## src/pml_map.svh

```systemverilog
`ifndef PML_MAP_SVH
`define PML_MAP_SVH
// Register offset (host word index 0xa, byte offset 0x14 within the bank)
`define PML_CTRL_OFFSET   4'ha
`define PML_CTRL_RESET    16'h0000
// Field positions
`define PML_SPEED_BIT     13
`define PML_DUPLEX_BIT    12
`define PML_AUTONEG_SELECT_BIT      11
`define PML_FIRST_LED_OUT_LSB      5
`define PML_SECOND_LED_OUT_LSB      2
// Writable bit mask; reserved bits read as zero
`define PML_WR_MASK       16'h38fc
// LED select encodings
`define PML_LED_LINK_ANY  3'h0
`define PML_LED_RSVD      3'h1
`define PML_LED_LINK10    3'h2
`define PML_LED_FDX       3'h3
`define PML_LED_TXRX      3'h4
`define PML_LED_LINK100   3'h5
`define PML_LED_RX        3'h6
`define PML_LED_TX        3'h7
`endif

```

## src/pml_pkg.sv

```systemverilog
package pml_pkg;
   // Status indications from the PHY and MAC, active high
   typedef struct packed {
      logic link100;
      logic link10;
      logic full_dpx;
      logic rx_act;
      logic tx_act;
   } pml_led_src_t;
   // PHY control register 0 view and negotiation result
   typedef struct packed {
      logic phy_speed;
      logic phy_duplex;
      logic phy_autoneg_enable;
      logic neg_speed;
      logic neg_duplex;
   } pml_phy_in_t;
   // Effective PHY operating mode
   typedef struct packed {
      logic autoneg_on;
      logic speed100;
      logic full_duplex;
   } pml_phy_mode_t;
endpackage

```

## src/pml_phy_mode_led.sv

```systemverilog
`timescale 1ns/100ps
`default_nettype none
`include "pml_map.svh"
module pml_phy_mode_led #(
   parameter int ADDR_W = 4
) (
   // Clock and reset
   input  wire logic                  clock,
   input  wire logic                  nrst,
   // Host register port
   input  wire logic [ADDR_W-1:0]     reg_addr,
   input  wire logic                  reg_wr,
   input  wire logic [1:0]            reg_be,
   input  wire logic [15:0]           reg_wdata,
   output logic      [15:0]           reg_rdata,
   // PHY side
   input  wire pml_pkg::pml_phy_in_t  phy_in,
   output pml_pkg::pml_phy_mode_t     phy_mode,
   // MAC duplex switch from transmit control
   input  wire logic                  mac_full_duplex_switch,
   output logic                       mac_full_duplex,
   // LED sources and pins
   input  wire pml_pkg::pml_led_src_t led_src,
   output logic                       first_led_out,
   output logic                       second_led_out
);
   // Refuse an address port too narrow to reach the control word
   if (ADDR_W < 4) begin : g_addr_w_check
      $error("ADDR_W must be at least 4");
   end

   // LED select decode, shared by both pins
   function automatic logic led_pick(input logic [2:0] sel,
                                     input pml_pkg::pml_led_src_t s);
      logic r;
      r = 1'b0;
      case (sel)
         `PML_LED_LINK_ANY: r = s.link100 | s.link10;
         `PML_LED_RSVD:     r = 1'b0;
         `PML_LED_LINK10:   r = s.link10;
         `PML_LED_FDX:      r = s.full_dpx;
         `PML_LED_TXRX:     r = s.tx_act | s.rx_act;
         `PML_LED_LINK100:  r = s.link100;
         `PML_LED_RX:       r = s.rx_act;
         `PML_LED_TX:       r = s.tx_act;
         default:           r = 1'b0;
      endcase
      return r;
   endfunction

   logic [15:0]            ctrl_q;
   logic [15:0]            ctrl_d;
   logic                   hit;
   logic [15:0]            be_mask;
   logic                   autoneg_select_sel;
   logic [2:0]             first_led_out_sel;
   logic [2:0]             second_led_out_sel;
   pml_pkg::pml_phy_mode_t mode_d;
   pml_pkg::pml_phy_mode_t mode_q;
   logic                   first_led_out_d;
   logic                   first_led_out_q;
   logic                   second_led_out_d;
   logic                   second_led_out_q;
   logic                   fdx_q;
   logic [15:0]            rdata_d;

   // Register write with byte lanes; reserved bits stay zero
   always_comb begin
      hit     = (reg_addr == ADDR_W'(`PML_CTRL_OFFSET));
      be_mask = {{8{reg_be[1]}}, {8{reg_be[0]}}};
      ctrl_d  = ctrl_q;
      if (reg_wr && hit) begin
         ctrl_d = ((ctrl_q & ~be_mask) | (reg_wdata & be_mask))
                  & `PML_WR_MASK;
      end
      rdata_d = hit ? ctrl_q : 16'h0000;
   end

   always_ff @(posedge clock or negedge nrst) begin
      if (!nrst) begin
         ctrl_q <= `PML_CTRL_RESET;
      end else begin
         ctrl_q <= ctrl_d;
      end
   end

   assign autoneg_select_sel = ctrl_q[`PML_AUTONEG_SELECT_BIT];
   assign first_led_out_sel = ctrl_q[`PML_FIRST_LED_OUT_LSB +: 3];
   assign second_led_out_sel = ctrl_q[`PML_SECOND_LED_OUT_LSB +: 3];

   // Effective mode and LED routing
   always_comb begin
      mode_d.autoneg_on = autoneg_select_sel & phy_in.phy_autoneg_enable;
      if (!autoneg_select_sel) begin
         mode_d.speed100    = ctrl_q[`PML_SPEED_BIT];
         mode_d.full_duplex = ctrl_q[`PML_DUPLEX_BIT];
      end else if (phy_in.phy_autoneg_enable) begin
         mode_d.speed100    = phy_in.neg_speed;
         mode_d.full_duplex = phy_in.neg_duplex;
      end else begin
         mode_d.speed100    = phy_in.phy_speed;
         mode_d.full_duplex = phy_in.phy_duplex;
      end
      first_led_out_d = led_pick(first_led_out_sel, led_src);
      second_led_out_d = led_pick(second_led_out_sel, led_src);
   end

   // Output registers
   always_ff @(posedge clock or negedge nrst) begin
      if (!nrst) begin
         mode_q    <= '0;
         first_led_out_q    <= 1'b0;
         second_led_out_q    <= 1'b0;
         fdx_q     <= 1'b0;
         reg_rdata <= 16'h0000;
      end else begin
         mode_q    <= mode_d;
         first_led_out_q    <= first_led_out_d;
         second_led_out_q    <= second_led_out_d;
         fdx_q     <= mac_full_duplex_switch;
         reg_rdata <= rdata_d;
      end
   end

   assign phy_mode        = mode_q;
   assign first_led_out   = first_led_out_q;
   assign second_led_out  = second_led_out_q;
   assign mac_full_duplex = fdx_q;

   // Assertions
   property p_manual_speed;
      @(posedge clock) disable iff (!nrst)
      !autoneg_select_sel |=> phy_mode.speed100 == $past(ctrl_q[`PML_SPEED_BIT]);
   endproperty
   a_manual_speed: assert property (p_manual_speed)
      else $error("manual speed mismatch");

   property p_manual_override;
      @(posedge clock) disable iff (!nrst)
      (!autoneg_select_sel && phy_in.phy_speed != ctrl_q[`PML_SPEED_BIT])
      |=> phy_mode.speed100 != $past(phy_in.phy_speed);
   endproperty
   a_manual_override: assert property (p_manual_override)
      else $error("register speed did not override PHY");

   property p_autoneg_select_speed;
      @(posedge clock) disable iff (!nrst)
      autoneg_select_sel |=> phy_mode.speed100 == ($past(phy_in.phy_autoneg_enable)
         ? $past(phy_in.neg_speed) : $past(phy_in.phy_speed));
   endproperty
   a_autoneg_select_speed: assert property (p_autoneg_select_speed)
      else $error("negotiated speed source wrong");

   property p_manual_dpx;
      @(posedge clock) disable iff (!nrst)
      !autoneg_select_sel |=> phy_mode.full_duplex == $past(ctrl_q[`PML_DUPLEX_BIT]);
   endproperty
   a_manual_dpx: assert property (p_manual_dpx)
      else $error("manual duplex mismatch");

   property p_dpx_override;
      @(posedge clock) disable iff (!nrst)
      (!autoneg_select_sel && phy_in.phy_duplex != ctrl_q[`PML_DUPLEX_BIT])
      |=> phy_mode.full_duplex != $past(phy_in.phy_duplex);
   endproperty
   a_dpx_override: assert property (p_dpx_override)
      else $error("register duplex did not override PHY");

   property p_autoneg_select_dpx;
      @(posedge clock) disable iff (!nrst)
      autoneg_select_sel |=> phy_mode.full_duplex == ($past(phy_in.phy_autoneg_enable)
         ? $past(phy_in.neg_duplex) : $past(phy_in.phy_duplex));
   endproperty
   a_autoneg_select_dpx: assert property (p_autoneg_select_dpx)
      else $error("negotiated duplex source wrong");

   property p_autoneg_select_on;
      @(posedge clock) disable iff (!nrst)
      ##1 phy_mode.autoneg_on == $past(autoneg_select_sel & phy_in.phy_autoneg_enable);
   endproperty
   a_autoneg_select_on: assert property (p_autoneg_select_on)
      else $error("autoneg mode wrong");

   property p_first_led_out_link;
      @(posedge clock) disable iff (!nrst)
      (first_led_out_sel == `PML_LED_LINK_ANY) |=>
         first_led_out == $past(led_src.link100 | led_src.link10);
   endproperty
   a_first_led_out_link: assert property (p_first_led_out_link)
      else $error("first LED link wrong");

   property p_second_led_out_tx;
      @(posedge clock) disable iff (!nrst)
      (second_led_out_sel == `PML_LED_TX) |=> second_led_out == $past(led_src.tx_act);
   endproperty
   a_second_led_out_tx: assert property (p_second_led_out_tx)
      else $error("second LED tx wrong");

   property p_first_led_out_rsvd;
      @(posedge clock) disable iff (!nrst)
      (first_led_out_sel == `PML_LED_RSVD) |=> !first_led_out;
   endproperty
   a_first_led_out_rsvd: assert property (p_first_led_out_rsvd)
      else $error("reserved LED code not dark");

   property p_second_led_out_rx;
      @(posedge clock) disable iff (!nrst)
      (second_led_out_sel == `PML_LED_RX) |=> second_led_out == $past(led_src.rx_act);
   endproperty
   a_second_led_out_rx: assert property (p_second_led_out_rx)
      else $error("second LED rx wrong");

   property p_mac_dpx;
      @(posedge clock) disable iff (!nrst)
      ##1 mac_full_duplex == $past(mac_full_duplex_switch);
   endproperty
   a_mac_dpx: assert property (p_mac_dpx)
      else $error("MAC duplex not following switch");

endmodule // pml_phy_mode_led
`default_nettype wire

```

## config.mk

```make
export PLATFORM = sky130hd
export DESIGN_NAME = pml_phy_mode_led
export DESIGN_NICKNAME = d
export VERILOG_FILES = /design/src/pml_pkg.sv /design/src/pml_phy_mode_led.sv
export VERILOG_INCLUDE_DIRS = /design/src
export SDC_FILE = /design/constraint.sdc
export NUM_CORES = 1
export LEC_CHECK = 0
export BUFFER_PORTS_ARGS = -buffer_cell sky130_fd_sc_hd__buf_4
export CAP_MARGIN = 20
export CORE_UTILIZATION = 44
export CTS_CLUSTER_DIAMETER = 30
export CTS_CLUSTER_SIZE = 25
export DETAILED_ROUTE_END_ITERATION = 10
export PLACE_DENSITY = 0.79
export SLEW_MARGIN = 0
export SYNTH_ARGS = -nofsm -noshare
export SYNTH_HDL_FRONTEND = slang
export SYNTH_SLANG_ARGS = --single-unit
```

## constraint.sdc

```tcl
create_clock -name clock -period 2.4 [get_ports clock]
set_clock_uncertainty 0.2 [all_clocks]
set_input_delay 0.12 -clock clock [delete_from_list [all_inputs] [get_ports clock]]
set_output_delay 0.12 -clock clock [all_outputs]
set_load 0.01 [all_outputs]
```

==> qor.csv <==
stage;metric;value;unit
pwr;Power Total;946;uW
sta;post-route minimum period;1.81;ns
route;remaining antenna violation count;0;
sta;# setup viols final;0;
cts;CTS tree;built;
floorplanning;die area;0.00258;mm^2
global_routing;initial antenna violation count;0;
global_routing;vias in the first global route;775;
cts;hold buffers post-CTS;18;
place;Routability Congestion;0.677;
setup_path;crit path launch type;register;
floorplanning;IO Pins;58;
cts;Clk Latency, worst-skew pair;0.31;ns
floorplanning;die height;50.8;um
sta;Final Cycle Share;75.6;%
cts;Resize count post-CTS;0;
floorplanning;Initial Util;46.9;%
cells_and_area;share of cells above drive strength 1;40.7;%
cells_and_area;Fill cells;167;
worst_hold_path;HP Class;input pin to asynchronous set/reset pin;
setup_path;CP Class;register to register;
sta;Setup TNS;0;ns
cts;root buf cell;clkbuf_4;
cts;Max Root-Sink Buffers;2;
logic_synthesis;largest area contributor in the netlist;dfrtp_1;
logic_synthesis;Ys Warns;0;
sta;Highest Clock Rate;551;MHz
route;WL/cell;11.5;um
setup_path;Worst Path Arrival;1.82;ns
pwr;power per cell area;602;mW/mm^2
cells_and_area;ANT cells;0;
setup_path;crit end category;register;
logic_synthesis;Synth Register Bits;24;
logic_synthesis;Mapped Cells;78;
setup_path;Worst Path Required;2.41;ns
route;final wirelength;1.93;mm
cells_and_area;fin nets;177;
job;max-cap violation count;0;
sta;Slew Viols, Final;0;
pwr;Worst VDD drop;349;uV
logic_synthesis;syn avg cell area;13.4;um^2
global_routing;largest net degree at the start of global routing;25;
logic_synthesis;post-synth top area share;57.3;%
logic_synthesis;post-synth cell types;22;
route;post-route DRC violation count;0;
cts;CTS buffer count;3;
logic_synthesis;synthesized area;0.00105;mm^2
sta;Fin. Hold Viols;0;
route;drt via density;4.51;
global_routing;global-route wire length before repair;3.21;mm
logic_synthesis;Synth area leaders;dfrtp_1 57%, mux2_4 13%, and2_1 6.0%;
cts;clock-pin slew on the worst setup and hold paths;0.13;ns
cts;H-tree depth;1;
route;TritonRoute pass-1 iters;2;
global_routing;GR Util All Layers;17.2;%
status;status;complete, no violations;
floorplanning;die width;50.8;um
place;placed wire-length estimate;1.35;mm
sta;minimum hold slack;0.0216;ns
cts;TritonCTS Sinks;24;
cts;setup bufs post-CTS;0;
logic_synthesis;register area share after synthesis;57.3;%
global_routing;Overflow after GRT;0;
floorplanning;core area;0.00223;mm^2
floorplanning;FP Rows;17;
route;via count;758;
setup_path;crit path max fanout;7;
route;DR iter-0 viols;1;
sta;RSZ-0062 raised after global routing;false;
place;PortBufs;43;
cells_and_area;area grow syn2layout;49.8;%
pwr;Lkg Pwr;0.000803;uW
-- cell type report --
class | instances | area, um^2 | share of cell area [%]
sequential | 24 | 601 | 38.2
multi-input combinational | 51 | 395 | 25.2
tap | 28 | 35.0 | 2.23
clock buffer | 4 | 36.3 | 2.31
timing repair buffer | 61 | 503 | 32.0
-- critical path, stage by stage (launching register included) --
cell and delay, ns:
dfrtp_1 0.46, xnor2_1 0.15, a221oi_1 0.24, a22oi_1 0.10, dlygate4sd3_1 0.56
-- layer usage --
metal,vias up,track usage [%],share of wire (%)
li1,376,-,-
met1,346,19.1,40
met2,32,33.1,55
met3,4,1.79,3.8
met4,0,6.94,1.3
met5,-,0,0
-- cell usage in the layout, fill, tap and decap left out, drive strengths merged --
master,n
conb,7
a22oi,1
dlygate4sd3,18
a21o,1
a31oi,1
clkbuf,4
a21oi,2
mux2,9
o21bai,1
a221oi,2
and3,2
nor2b,2
buf,43
nor2,4
dfrtp,24
and2,10
nand2b,2
nand2,2
xnor2,1
and4bb,1
a32oi,1
mux2i,2
-- report_power, final --
part	switching [uW]	leakage, uW	internal (uW)
Sequential	43.8	0.000312	459
Combinational	79.8	0.000470	157
Clock	114	0.0000210	92.6
-- logic make-up after synthesis --
family / synth area share (%)
compound gates: 6.21
xor+xnor: 0.835
buf+inv: 7.16
flops: 57.3
mux: 14.8
other cells: 0.358
simple gates: 13.4
-- through the flow --
| step | utilization, % | std cells | cell area (um^2) | setup WS, ns |
|---|---|---|---|---|
| 6_report | 70.3 | 168 | 1570 | 0.585 |
| 5_1_grt | 70.3 | 168 | 1570 | 0.446 |
| 4_1_cts | 70.3 | 168 | 1570 | 0.579 |
| 3_5_place_dp | 60.6 | 146 | 1350 | 0.631 |
| 3_3_place_gp | 60.6 | 146 | 1350 | 0.642 |
| 2_1_floorplan | - | 84 | 1070 | 1.07 |
-- cell usage after synthesis --
master    count
a21o_1        1
a21oi_1       2
a221oi_1      2
a22oi_1       1
a31oi_1       1
a32oi_1       1
and2_1       10
and3_1        1
and3_4        1
and4bb_1      1
buf_4         7
buf_6         2
conb_1        1
dfrtp_1      24
mux2_4        9
mux2i_1       2
nand2_1       2
nand2b_1      2
nor2_1        4
nor2b_1       2
o21bai_1      1
xnor2_1       1
-- worst paths after layout --
check / cells past startpoint / end / startpoint / slack (ns)
min: 2 / reg_rdata[4] / nrst / 0.02
max: 4 / first_led_out / register / 0.59
min reg2reg: 1 / reg_rdata[13] / register / 0.35
max in group asynchronous: 2 / phy_mode[0] / nrst / 1.75
min in group clock: 4 / second_led_out / led_src[1] / 0.03
max reg2reg: 4 / first_led_out / register / 0.59
No activity file was read; power rests on OpenSTA's default activity.
